**src/common/dams_consts.svh**
```systemverilog
`ifndef DAMS_CONSTS_SVH
`define DAMS_CONSTS_SVH
// ----------------------------------------------------------------
// register byte offsets
// ----------------------------------------------------------------
`define DAMS_OFF_FIRST_SEL   5'h00
`define DAMS_OFF_FIRST_RNG   5'h04
`define DAMS_OFF_FIRST_OFS   5'h08
`define DAMS_OFF_SECOND_SEL  5'h0c
`define DAMS_OFF_SECOND_RNG  5'h10
`define DAMS_OFF_SECOND_OFS  5'h14
`define DAMS_OFF_STATUS      5'h18
// ----------------------------------------------------------------
// reset values, function range and function level, in thousandths of the source unit
// ----------------------------------------------------------------
`define DAMS_SEL_RST         32'h0000_0000
`define DAMS_RANGE_RST       32'h0000_2710
`define DAMS_OFFSET_RST      32'h0000_0000
`define DAMS_FUNC_RANGE      32'h0000_03e8
`define DAMS_FUNC_ON         32'h0000_03e8
// ----------------------------------------------------------------
// source select and status fields
// ----------------------------------------------------------------
`define DAMS_KIND_MSB        1
`define DAMS_KIND_LSB        0
`define DAMS_PCODE_MSB       7
`define DAMS_PCODE_LSB       4
`define DAMS_FDIR_BIT        8
`define DAMS_FIDX_MSB        13
`define DAMS_FIDX_LSB        9
`define DAMS_PCODE_LAST      4'h8
`define DAMS_STAT_HI_LSB     16
`endif

```
**src/common/dams_pkg.sv**
```systemverilog
`default_nettype none
package dams_pkg;
  typedef enum logic [1:0] {
    DAMS_KIND_PRESET = 2'h0,
    DAMS_KIND_LINK   = 2'h1,
    DAMS_KIND_FUNC   = 2'h2
  } dams_kind_e;

  typedef enum logic [2:0] {
    DAMS_ST_IDLE  = 3'h4,
    DAMS_ST_LOAD  = 3'h0,
    DAMS_ST_PREP  = 3'h1,
    DAMS_ST_DIV   = 3'h3,
    DAMS_ST_STORE = 3'h2
  } dams_state_e;

  // all quantities signed, in thousandths of their own unit
  typedef struct packed {
    logic signed [31:0] act_vel;
    logic signed [31:0] cmd_vel;
    logic signed [31:0] vel_err;
    logic signed [31:0] trq_cmd;
    logic signed [31:0] u_cur;
    logic signed [31:0] trans_pos;
    logic signed [31:0] pos_err_narrow;
    logic signed [31:0] pos_err_wide;
    logic signed [31:0] thermal;
  } dams_preset_s;
endpackage
`default_nettype wire

```
**src/hw/dams_top.sv**
```systemverilog
`include "dams_consts.svh"
`default_nettype none
module dams_top #(
  parameter int unsigned DAC_W  = 12,
  parameter int unsigned FUNC_N = 32
) (
  input  wire logic                 i_clk,
  input  wire logic                 i_rstn,
  input  wire logic [4:0]           i_avs_address,
  input  wire logic                 i_avs_read,
  input  wire logic                 i_avs_write,
  input  wire logic [31:0]          i_avs_writedata,
  input  wire logic [3:0]           i_avs_byteenable,
  output logic      [31:0]          o_avs_readdata,
  output logic                      o_avs_waitrequest,
  input  wire dams_pkg::dams_preset_s i_presets,
  input  wire logic [31:0]          i_first_link_value,
  input  wire logic [31:0]          i_second_link_value,
  input  wire logic [FUNC_N-1:0]    i_in_func_state,
  input  wire logic [FUNC_N-1:0]    i_out_func_state,
  output logic      [DAC_W-1:0]     o_first_analog_out,
  output logic      [DAC_W-1:0]     o_second_analog_out
);
  localparam int unsigned NW = 33 + DAC_W;
  localparam logic [DAC_W-1:0] MID    = {1'b1, {(DAC_W-1){1'b0}}};
  localparam logic [DAC_W-1:0] MAXC   = '1;
  localparam logic [DAC_W-1:0] HALF_P = MAXC - MID;
  localparam logic [DAC_W-1:0] HALF_N = MID;

  // ----------------------------------------------------------------
  // functions
  // ----------------------------------------------------------------
  function automatic logic [31:0] be_merge(input logic [31:0] old_v, input logic [31:0] new_v,
                                           input logic [3:0] be);
    logic [31:0] r;
    r = old_v;
    for (int b = 0; b < 4; b++) begin
      if (be[b]) begin
        r[b*8 +: 8] = new_v[b*8 +: 8];
      end
    end
    return r;
  endfunction

  function automatic logic [31:0] pick_preset(input dams_pkg::dams_preset_s p, input logic [3:0] code);
    case (code)
      4'h0:    pick_preset = p.act_vel;
      4'h1:    pick_preset = p.cmd_vel;
      4'h2:    pick_preset = p.vel_err;
      4'h3:    pick_preset = p.trq_cmd;
      4'h4:    pick_preset = p.u_cur;
      4'h5:    pick_preset = p.trans_pos;
      4'h6:    pick_preset = p.pos_err_narrow;
      4'h7:    pick_preset = p.pos_err_wide;
      4'h8:    pick_preset = p.thermal;
      default: pick_preset = 32'h0000_0000;
    endcase
  endfunction

  // ----------------------------------------------------------------
  // bus slave
  // ----------------------------------------------------------------
  logic        wait_r;
  logic [31:0] rdata_r;
  logic [31:0] first_source_select_r;
  logic [31:0] first_scale_range_r;
  logic [31:0] first_center_offset_r;
  logic [31:0] second_source_select_r;
  logic [31:0] second_scale_range_r;
  logic [31:0] second_center_offset_r;
  logic [DAC_W-1:0] first_out_r;
  logic [DAC_W-1:0] second_out_r;

  // answer one cycle after the request is seen; a write lands on the edge after the one that ends the wait
  wire        req      = i_avs_read | i_avs_write;
  wire        commit   = i_avs_write & ~wait_r;
  wire        wait_nxt = ~(req & wait_r);
  wire        wr_fsel  = commit && (i_avs_address == `DAMS_OFF_FIRST_SEL);
  wire        wr_frng  = commit && (i_avs_address == `DAMS_OFF_FIRST_RNG);
  wire        wr_fofs  = commit && (i_avs_address == `DAMS_OFF_FIRST_OFS);
  wire        wr_ssel  = commit && (i_avs_address == `DAMS_OFF_SECOND_SEL);
  wire        wr_srng  = commit && (i_avs_address == `DAMS_OFF_SECOND_RNG);
  wire        wr_sofs  = commit && (i_avs_address == `DAMS_OFF_SECOND_OFS);
  wire [31:0] fsel_new = be_merge(first_source_select_r, i_avs_writedata, i_avs_byteenable);
  wire [31:0] ssel_new = be_merge(second_source_select_r, i_avs_writedata, i_avs_byteenable);
  wire        f_to_func = wr_fsel && (fsel_new[`DAMS_KIND_MSB:`DAMS_KIND_LSB] == dams_pkg::DAMS_KIND_FUNC);
  wire        s_to_func = wr_ssel && (ssel_new[`DAMS_KIND_MSB:`DAMS_KIND_LSB] == dams_pkg::DAMS_KIND_FUNC);

  wire [31:0] first_source_select_nxt  = wr_fsel ? fsel_new : first_source_select_r;
  wire [31:0] second_source_select_nxt = wr_ssel ? ssel_new : second_source_select_r;
  // picking a function view restores its own default scaling
  wire [31:0] first_scale_range_nxt   = f_to_func ? `DAMS_FUNC_RANGE :
                                        wr_frng ? be_merge(first_scale_range_r, i_avs_writedata, i_avs_byteenable) :
                                        first_scale_range_r;
  wire [31:0] first_center_offset_nxt = f_to_func ? `DAMS_OFFSET_RST :
                                        wr_fofs ? be_merge(first_center_offset_r, i_avs_writedata, i_avs_byteenable) :
                                        first_center_offset_r;
  wire [31:0] second_scale_range_nxt  = s_to_func ? `DAMS_FUNC_RANGE :
                                        wr_srng ? be_merge(second_scale_range_r, i_avs_writedata, i_avs_byteenable) :
                                        second_scale_range_r;
  wire [31:0] second_center_offset_nxt = s_to_func ? `DAMS_OFFSET_RST :
                                        wr_sofs ? be_merge(second_center_offset_r, i_avs_writedata, i_avs_byteenable) :
                                        second_center_offset_r;

  wire [31:0] status_word = (32'(second_out_r) << `DAMS_STAT_HI_LSB) | 32'(first_out_r);
  wire [31:0] rd_word =
      (i_avs_address == `DAMS_OFF_FIRST_SEL)  ? first_source_select_r  :
      (i_avs_address == `DAMS_OFF_FIRST_RNG)  ? first_scale_range_r    :
      (i_avs_address == `DAMS_OFF_FIRST_OFS)  ? first_center_offset_r  :
      (i_avs_address == `DAMS_OFF_SECOND_SEL) ? second_source_select_r :
      (i_avs_address == `DAMS_OFF_SECOND_RNG) ? second_scale_range_r   :
      (i_avs_address == `DAMS_OFF_SECOND_OFS) ? second_center_offset_r :
      (i_avs_address == `DAMS_OFF_STATUS)     ? status_word            : 32'h0000_0000;
  wire [31:0] rdata_nxt = (i_avs_read & wait_r) ? rd_word : rdata_r;

  always_ff @(posedge i_clk or negedge i_rstn) begin
    if (!i_rstn) begin
      wait_r                 <= 1'b1;
      rdata_r                <= 32'h0000_0000;
      first_source_select_r  <= `DAMS_SEL_RST;
      first_scale_range_r    <= `DAMS_RANGE_RST;
      first_center_offset_r  <= `DAMS_OFFSET_RST;
      second_source_select_r <= `DAMS_SEL_RST;
      second_scale_range_r   <= `DAMS_RANGE_RST;
      second_center_offset_r <= `DAMS_OFFSET_RST;
    end else begin
      wait_r                 <= wait_nxt;
      rdata_r                <= rdata_nxt;
      first_source_select_r  <= first_source_select_nxt;
      first_scale_range_r    <= first_scale_range_nxt;
      first_center_offset_r  <= first_center_offset_nxt;
      second_source_select_r <= second_source_select_nxt;
      second_scale_range_r   <= second_scale_range_nxt;
      second_center_offset_r <= second_center_offset_nxt;
    end
  end

  // ----------------------------------------------------------------
  // source selection, both outputs served in turn
  // ----------------------------------------------------------------
  dams_pkg::dams_state_e st_r;
  dams_pkg::dams_state_e st_nxt;
  logic                  chan_r;
  logic [31:0]           val_r;
  logic [31:0]           rng_s_r;
  logic [31:0]           ofs_s_r;
  logic                  neg_r;
  logic                  sat_r;
  logic [NW-1:0]         rem_r;
  logic [DAC_W-2:0]      quo_r;
  logic [4:0]            step_r;

  wire [31:0] cur_sel = chan_r ? second_source_select_r : first_source_select_r;
  wire [31:0] cur_rng = chan_r ? second_scale_range_r : first_scale_range_r;
  wire [31:0] cur_ofs = chan_r ? second_center_offset_r : first_center_offset_r;
  wire dams_pkg::dams_kind_e cur_kind = dams_pkg::dams_kind_e'(cur_sel[`DAMS_KIND_MSB:`DAMS_KIND_LSB]);
  wire [3:0]  cur_code = cur_sel[`DAMS_PCODE_MSB:`DAMS_PCODE_LSB];
  wire [4:0]  cur_fidx = cur_sel[`DAMS_FIDX_MSB:`DAMS_FIDX_LSB];
  wire        fidx_ok  = 32'(cur_fidx) < FUNC_N;
  // output functions are seen ahead of their stability timer and polarity
  wire        fstate   = fidx_ok && (cur_sel[`DAMS_FDIR_BIT] ? i_out_func_state[cur_fidx]
                                                             : i_in_func_state[cur_fidx]);
  wire [31:0] preset_v = pick_preset(i_presets, cur_code);
  wire [31:0] link_v   = chan_r ? i_second_link_value : i_first_link_value;
  wire [31:0] func_v   = fstate ? `DAMS_FUNC_ON : 32'h0000_0000;
  wire [31:0] val_mux  = (cur_kind == dams_pkg::DAMS_KIND_PRESET) ? preset_v :
                         (cur_kind == dams_pkg::DAMS_KIND_LINK)   ? link_v   :
                         (cur_kind == dams_pkg::DAMS_KIND_FUNC)   ? func_v   : 32'h0000_0000;

  // ----------------------------------------------------------------
  // scaling: |value - offset| * half span / range, one quotient bit a cycle
  // ----------------------------------------------------------------
  wire signed [32:0] diff   = $signed({val_r[31], val_r}) - $signed({ofs_s_r[31], ofs_s_r});
  wire        [32:0] mag    = diff[32] ? 33'(-diff) : 33'(diff);
  // a range of zero or below cannot scale, so it saturates toward the sign
  wire               sat_c  = ($signed(rng_s_r) <= $signed(32'h0000_0000)) || (mag >= {1'b0, rng_s_r});
  wire  [DAC_W-1:0]  half_c = diff[32] ? HALF_N : HALF_P;
  wire  [NW-1:0]     num_c  = NW'(mag) * NW'(half_c);
  wire  [NW-1:0]     dvs    = NW'(rng_s_r) << step_r;
  wire               ge     = rem_r >= dvs;
  wire  [NW-1:0]     rem_nxt = (st_r == dams_pkg::DAMS_ST_PREP) ? num_c : (ge ? rem_r - dvs : rem_r);
  wire  [DAC_W-2:0]  quo_nxt = (st_r == dams_pkg::DAMS_ST_PREP) ? '0 :
                               (ge ? quo_r | ((DAC_W-1)'(1) << step_r) : quo_r);
  wire  [DAC_W-1:0]  q_ext   = {1'b0, quo_r};
  // the midpoint is the center; full deflection reaches the span ends
  wire  [DAC_W-1:0]  code_c  = neg_r ? (sat_r ? '0 : MID - q_ext)
                                     : (sat_r ? MAXC : MID + q_ext);
  wire               do_store = (st_r == dams_pkg::DAMS_ST_STORE);

  always_comb begin
    case (st_r)
      dams_pkg::DAMS_ST_IDLE:  st_nxt = dams_pkg::DAMS_ST_LOAD;
      dams_pkg::DAMS_ST_LOAD:  st_nxt = dams_pkg::DAMS_ST_PREP;
      dams_pkg::DAMS_ST_PREP:  st_nxt = dams_pkg::DAMS_ST_DIV;
      dams_pkg::DAMS_ST_DIV:   st_nxt = (step_r == 5'h00) ? dams_pkg::DAMS_ST_STORE : dams_pkg::DAMS_ST_DIV;
      dams_pkg::DAMS_ST_STORE: st_nxt = dams_pkg::DAMS_ST_LOAD;
      default:                 st_nxt = dams_pkg::DAMS_ST_IDLE;
    endcase
  end

  always_ff @(posedge i_clk or negedge i_rstn) begin
    if (!i_rstn) begin
      st_r   <= dams_pkg::DAMS_ST_IDLE;
      chan_r <= 1'b0;
      step_r <= 5'h00;
      rem_r  <= '0;
      quo_r  <= '0;
    end else begin
      st_r   <= st_nxt;
      chan_r <= do_store ? ~chan_r : chan_r;
      step_r <= (st_r == dams_pkg::DAMS_ST_PREP) ? 5'(DAC_W-2) : (step_r - 5'h01);
      rem_r  <= rem_nxt;
      quo_r  <= quo_nxt;
    end
  end

  always_ff @(posedge i_clk or negedge i_rstn) begin
    if (!i_rstn) begin
      val_r   <= 32'h0000_0000;
      rng_s_r <= `DAMS_RANGE_RST;
      ofs_s_r <= `DAMS_OFFSET_RST;
      neg_r   <= 1'b0;
      sat_r   <= 1'b0;
    end else if (st_r == dams_pkg::DAMS_ST_LOAD) begin
      val_r   <= val_mux;
      rng_s_r <= cur_rng;
      ofs_s_r <= cur_ofs;
    end else if (st_r == dams_pkg::DAMS_ST_PREP) begin
      neg_r   <= diff[32];
      sat_r   <= sat_c;
    end
  end

  // outputs start at the midpoint until the first conversion lands
  always_ff @(posedge i_clk or negedge i_rstn) begin
    if (!i_rstn) begin
      first_out_r  <= MID;
      second_out_r <= MID;
    end else begin
      first_out_r  <= (do_store && !chan_r) ? code_c : first_out_r;
      second_out_r <= (do_store && chan_r) ? code_c : second_out_r;
    end
  end

  assign o_avs_waitrequest   = wait_r;
  assign o_avs_readdata      = rdata_r;
  assign o_first_analog_out  = first_out_r;
  assign o_second_analog_out = second_out_r;

  // ----------------------------------------------------------------
  // assertions
  // ----------------------------------------------------------------
  logic wrote_any_r;
  always_ff @(posedge i_clk or negedge i_rstn) begin
    if (!i_rstn) begin
      wrote_any_r <= 1'b0;
    end else begin
      wrote_any_r <= wrote_any_r | commit;
    end
  end
endmodule // dams_top
`default_nettype wire
```
**config.mk**
```make
export PLATFORM = sky130hd
export DESIGN_NAME = dams_top
export DESIGN_NICKNAME = d
export VERILOG_FILES = /design/src/common/dams_pkg.sv /design/src/hw/dams_top.sv
export VERILOG_INCLUDE_DIRS = /design/src /design/src/common
export SDC_FILE = /design/constraint.sdc
export NUM_CORES = 2
export LEC_CHECK = 0
export BUFFER_PORTS_ARGS = -buffer_cell sky130_fd_sc_hd__buf_2
export CAP_MARGIN = 20
export CORE_ASPECT_RATIO = 1.4
export CORE_MARGIN = 8
export CORE_UTILIZATION = 50
export DETAILED_ROUTE_END_ITERATION = 7
export HOLD_SLACK_MARGIN = 0.15
export PLACE_DENSITY = 0.72
export SETUP_SLACK_MARGIN = 0.3
export SYNTH_ARGS = -nofsm -noshare
export SYNTH_HDL_FRONTEND = slang
export SYNTH_SLANG_ARGS = --single-unit
```
**constraint.sdc**
```tcl
create_clock -name i_clk -period 11.26 [get_ports i_clk]
set_clock_uncertainty 0.05 [all_clocks]
set_input_delay 0.563 -clock i_clk [delete_from_list [all_inputs] [get_ports i_clk]]
set_output_delay 0.563 -clock i_clk [all_outputs]
set_load 0.05 [all_outputs]
```
# Yosys cells after proc, flatten, opt, wreduce, memory -nomap -nowiden
# Cells that the tools add are included.
# word_totals
elab_cells	188
inputBits	461
regBits	412
out_inout_bits	57
# classes
n_lt_le_gt_ge	4
mul	1
n_reduce_logical	56
n_mux	47
add_sub_neg	6
shifts	2
bitwise_logic	10
eq_ne	22
# ops
operator	count
32-bit 2-to-1 mux	19
32-bit one-hot mux with 9 select lines	1
45-bit 2-to-1 mux	2
2-bit AND reduction	25
12-bit 2-to-1 mux	4
45-bit greater-or-equal comparator	1
33-bit by 12-bit multiplier with 45-bit output	1
32-bit by 5-bit left shift with 45-bit output	1
45-bit subtractor	1
33-bit by 32-bit greater-or-equal comparator with 1-bit output	1
33-bit 2-to-1 mux	1
33-bit negator	1
32-bit by 32-bit subtractor with 33-bit output	1
32-bit by 1-bit less-or-equal comparator with 1-bit output, second input constant	1
8-bit 2-to-1 mux	4
28-bit 2-to-1 mux	1
28-bit by 12-bit OR with 28-bit output	1
2-bit nonzero test	13
11-bit 2-to-1 mux	2
10-bit 2-to-1 mux	2
4-bit by 3-bit equality test with 1-bit output, second input constant	4
5-bit equality test, second input constant	3
14-bit 2-to-1 mux	1
12-bit by 11-bit adder with 12-bit output, first input constant	1
other kinds (31)	56

# Longest topological paths before layout
# depth
ltp_word	8
depth_mapped	37
mapped_depth_nobuf	35

# Least setup slack after synthesis
# OpenSTA, ideal clock, no wires.
# synth_timing
path_type	register -> register
startpoint	register val_r[0]
endpoint	register rem_r[44]
setup_slack_ns	2.815
setup_time_ns	0.077
period_less_slack_ns	8.445
n_path_buf	4
t_required_ns	11.133
arrival_ns	8.317
path_stages_with_launch	35
path_cell_list	dfrtp_1 > inv_1 > ha_1 > fa_1 > nor2b_1 > o31a_1 > o211ai_2 > a21o_1 > a21oi_1 > a41oi_1 > mux2_2 > clkbuf_1 > clkbuf_1 > buf_1 > nor2_1 > fa_1 > fa_1 > inv_1 > fa_1 > inv_1 > fa_1 > fa_1 > ha_1 > clkbuf_1 > nand4_1 > nor4_1 > o21ai_1 > a31o_2 > a211o_1 > nand2_1 > o221ai_1 > o21bai_1 > a21oi_1 > xor3_1 > a21oi_1
# synth_between
elab_chain_len	5
word_cells_on_any_way	6
cone_classes	add/sub: 2; mul: 1; mux: 3
# synth_rtl
element	line_no	rtl
from (decl)	dams_top.sv:144	logic [31:0] val_r;
from (signal assigned)	dams_top.sv:225	val_r <= val_mux;
32-bit by 32-bit subtractor with 33-bit output *	dams_top.sv:173	wire signed [32:0] diff = $signed({val_r[31], val_r}) - $signed({ofs_s_r[31], ofs_s_r});
33-bit negator	dams_top.sv:174	wire [32:0] mag = diff[32] ? 33'(-diff) : 33'(diff);
33-bit 2-to-1 mux	dams_top.sv:174	
33-bit by 12-bit multiplier with 45-bit output *	dams_top.sv:178	wire [NW-1:0] num_c = NW'(mag) * NW'(half_c);
45-bit 2-to-1 mux *	dams_top.sv:181	wire [NW-1:0] rem_nxt = (st_r == dams_pkg::DAMS_ST_PREP) ? num_c : (ge ? rem_r - dvs : rem_r);
to (signal assigned)	dams_top.sv:212	rem_r <= rem_nxt;
to (decl)	dams_top.sv:149	logic [NW-1:0] rem_r;
# Every way passes the cells marked *; elsewhere a longest branch is shown, timed or not.
# A chain may end at the register's enable or synchronous reset.

# Final worst setup path
# layout_timing
startpoint	register val_r[0]
endpoint	register rem_r[43]
# The elaborated chain is that of the path after synthesis.

==> impl_metrics.env <==
export IMPL_rows=119
export IMPL_cts_root_buf="clkbuf_16"
export IMPL_worst_pin_slew_ns=1.055
export IMPL_seq_area_frac_synth=0.2734
export IMPL_avgSynthCellArea_um2=8.532
export IMPL_end_kind="register"
export IMPL_layout_drive_gt1_share=0.1779
export IMPL_synthCells=4430
export IMPL_hp_class="primary input to register"
export IMPL_ys_types=90
export IMPL_yosysTopAreaCell="dfrtp_1"
export IMPL_holdPathEnd="second_scale_range_r[10]$_DFFE_PN1P_"
export IMPL_die_w_um=248.4
export IMPL_grt_pass1_wl_mm=227.0
export IMPL_setup_viol=0
export IMPL_path_class="register to register"
export IMPL_critPathMaxFanout=24
export IMPL_drv_cap=0
export IMPL_tns_ns=0
export IMPL_period_share=0.8302
export IMPL_netlist_area_um2=37790
export IMPL_cts_resized_gates=0
export IMPL_ant_nets=0
export IMPL_dieArea_um2=84770
export IMPL_rr_endpoint="rem_r[43]$_DFFE_PN0P_"
export IMPL_numCtsBuffers=42
export IMPL_vias=35390
export IMPL_core_um2=75040
export IMPL_utilization=0.5727
export IMPL_layout_common_cells="553 x nand2_1, 516 x buf_2, 461 x a21oi_1"
export IMPL_insertion_delay_ns=0.62
export IMPL_min_period_ns=9.348
export IMPL_cts_tree="built"
export IMPL_drv_slew=0
export IMPL_synth_edff_count=0
export IMPL_relSlewSlack=0.2967
export IMPL_fp_dieH_um=341.3
export IMPL_antenna_found_initial=31
export IMPL_holdPathStages=3
export IMPL_critPathMaxStageDelay_ns=0.65
export IMPL_postCtsSetupRepairBufs=0
export IMPL_synth_area_leaders="dfrtp_1 26%, fa_1 12%, ha_1 7.2%, a21oi_1 6.1%, nand2_1 5.5%"
export IMPL_status="complete, no violations"
export IMPL_rsz0062_at_grt="false"
export IMPL_place_congestion=1.021
export IMPL_port_buffers=517
export IMPL_hp_start="i_avs_writedata[10]"
export IMPL_cts_sinks=412
export IMPL_critPathLaunchType="register"
export IMPL_first_global_vias=35714
export IMPL_yosysTopAreaCellShare=0.2602
export IMPL_first_pass_iters=6
export IMPL_finalHoldViolations=0
export IMPL_r2r_setup_slack_ns=1.91
export IMPL_start_util=0.5037
export IMPL_instances_no_fill=5852
export IMPL_dp_hpwl_mm=125.6
export IMPL_clock_path_buffers=3
export IMPL_wl_per_cell_um=26.32
export IMPL_async_flop_share=1.000
export IMPL_final_nets=5723
export IMPL_timing_rr_start="val_r[0]$_DFFE_PN0P_"
export IMPL_clk_transition_reported_paths_ns=0.07
export IMPL_holdBufCountCts=3
export IMPL_ys_ff_latch=412
export IMPL_dp_cells=5737
export IMPL_worstPathArrival_ns=9.76
export IMPL_crit_top_cell="fa_1"
export IMPL_ys_flop_type="dfrtp_1"
export IMPL_overflow=0
export IMPL_htree_levels=2
export IMPL_slowest_stage="mux2i_4"
export IMPL_io_pins=518
export IMPL_r2r_cells=32
export IMPL_area_growth_pct=13.72
export IMPL_grt_use_total=0.3588
export IMPL_grt_max_degree=139
export IMPL_mostFrequentLayoutCell="nand2_1"
export IMPL_fmax_ghz=0.1070
export IMPL_viasPerCell=6.048
export IMPL_ys_warn_count=0
export IMPL_drtIter0Drc=3242
export IMPL_drc_errors=0
export IMPL_worst_ep_required_time_ns=11.67
export IMPL_wirelength_mm=154.0
-- critical path: cells and delay by family (launching register included) --
kind | cells | cell delay (ns)
AOI/OAI and AO/OA | 14 | 3.32
adders and majority gates | 8 | 3.48
muxes | 2 | 0.75
and+or+nand+nor | 2 | 0.34
buffers and inverters | 5 | 0.72
xor gates and xnor gates | 1 | 0.19
DFF | 1 | 0.35
-- per-layer routing --
layer  vias to the layer above  part of all wire  track usage
met5                         -           0.00097            0
met4                        24             0.077       0.2277
met3                       386             0.064      0.06570
met2                      1407              0.49       0.6137
met1                     17379              0.37       0.4092
li1                      16194                 -            -
-- flip-flops by register name (all words and copies together) (netlist names), 3 cells and up --
signal,flops
first_center_offset_r,32
first_scale_range_r,32
first_source_select_r,32
o_avs_readdata,32
o_first_analog_out,12
o_second_analog_out,12
ofs_s_r,32
quo_r,11
rem_r,45
rng_s_r,32
second_center_offset_r,32
second_scale_range_r,32
second_source_select_r,32
st_r,3
step_r,5
val_r,32
-- synth_stat cells, types with 16 or more instances --
cell type / instances
dfstp_2: 19
o21ai_0: 321
ha_1: 217
nand4_1: 52
inv_1: 375
nor2b_1: 33
nand2b_1: 28
xor2_1: 53
a211oi_1: 20
and3_1: 19
clkbuf_1: 200
a22oi_1: 132
nor4_1: 16
nor3_1: 40
o21ai_1: 35
a31oi_1: 21
or3_1: 16
mux2i_1: 185
nand2_1: 554
o22ai_1: 27
a21o_1: 72
o21a_1: 27
xnor2_1: 94
fa_1: 218
and2_1: 35
dfrtp_1: 393
nor2_1: 379
buf_1: 34
mux4_2: 33
a221oi_1: 18
a21oi_1: 461
nand3_1: 37
mux2_2: 109
-- how the worst max path moves through the flow --
stage                         startpoint               endpoint  cells past startpoint
floorplan           val_r[0]$_DFFE_PN0P_  rem_r[44]$_DFFE_PN0P_                     34
global placement    val_r[0]$_DFFE_PN0P_  rem_r[43]$_DFFE_PN0P_                     31
detailed placement  val_r[0]$_DFFE_PN0P_  rem_r[43]$_DFFE_PN0P_                     32
CTS                 val_r[0]$_DFFE_PN0P_  rem_r[43]$_DFFE_PN0P_                     32
global route        val_r[0]$_DFFE_PN0P_  rem_r[43]$_DFFE_PN0P_                     32
finish              val_r[0]$_DFFE_PN0P_  rem_r[43]$_DFFE_PN0P_                     32
-- stage by stage --
stage | area [um2] | hold WS, ns | setup slack, ns
after floorplan | 37820 | 0.2174 | 2.815
after global placement | 41300 | 0.4087 | 2.182
after detailed placement | 41340 | 0.4147 | 1.952
after CTS | 42790 | 0.1550 | 1.936
after global routing | 42960 | 0.1840 | 1.332
final | 42980 | 0.1765 | 1.912
-- kinds of logic after synthesis --
logic type	count (synthesis)	share of synthesized area
other cells	2	0.0001987
mux	327	0.1011
flops	412	0.2734
fa+ha+maj	435	0.1873
buf+inv	615	0.06124
compound gates	1246	0.1967
xor+xnor	148	0.03469
simple gates	1245	0.1453
-- area by class of cell --
| class | instances | area, um2 |
|---|---|---|
| Antenna cell | 23 | 57.56 |
| Fill cell | 7069 | 32060 |
| Sequential cell | 412 | 10340 |
| Inverter | 376 | 1411 |
| Timing Repair Buffer | 586 | 3204 |
| Multi-Input combinational cell | 3409 | 25340 |
| Clock inverter | 24 | 289.0 |
| Clock buffer | 54 | 1126 |
| Tap cell | 968 | 1211 |
Power is not shown: default switching activity piles up to over one toggle a cycle in this logic, so the estimate is an artifact.
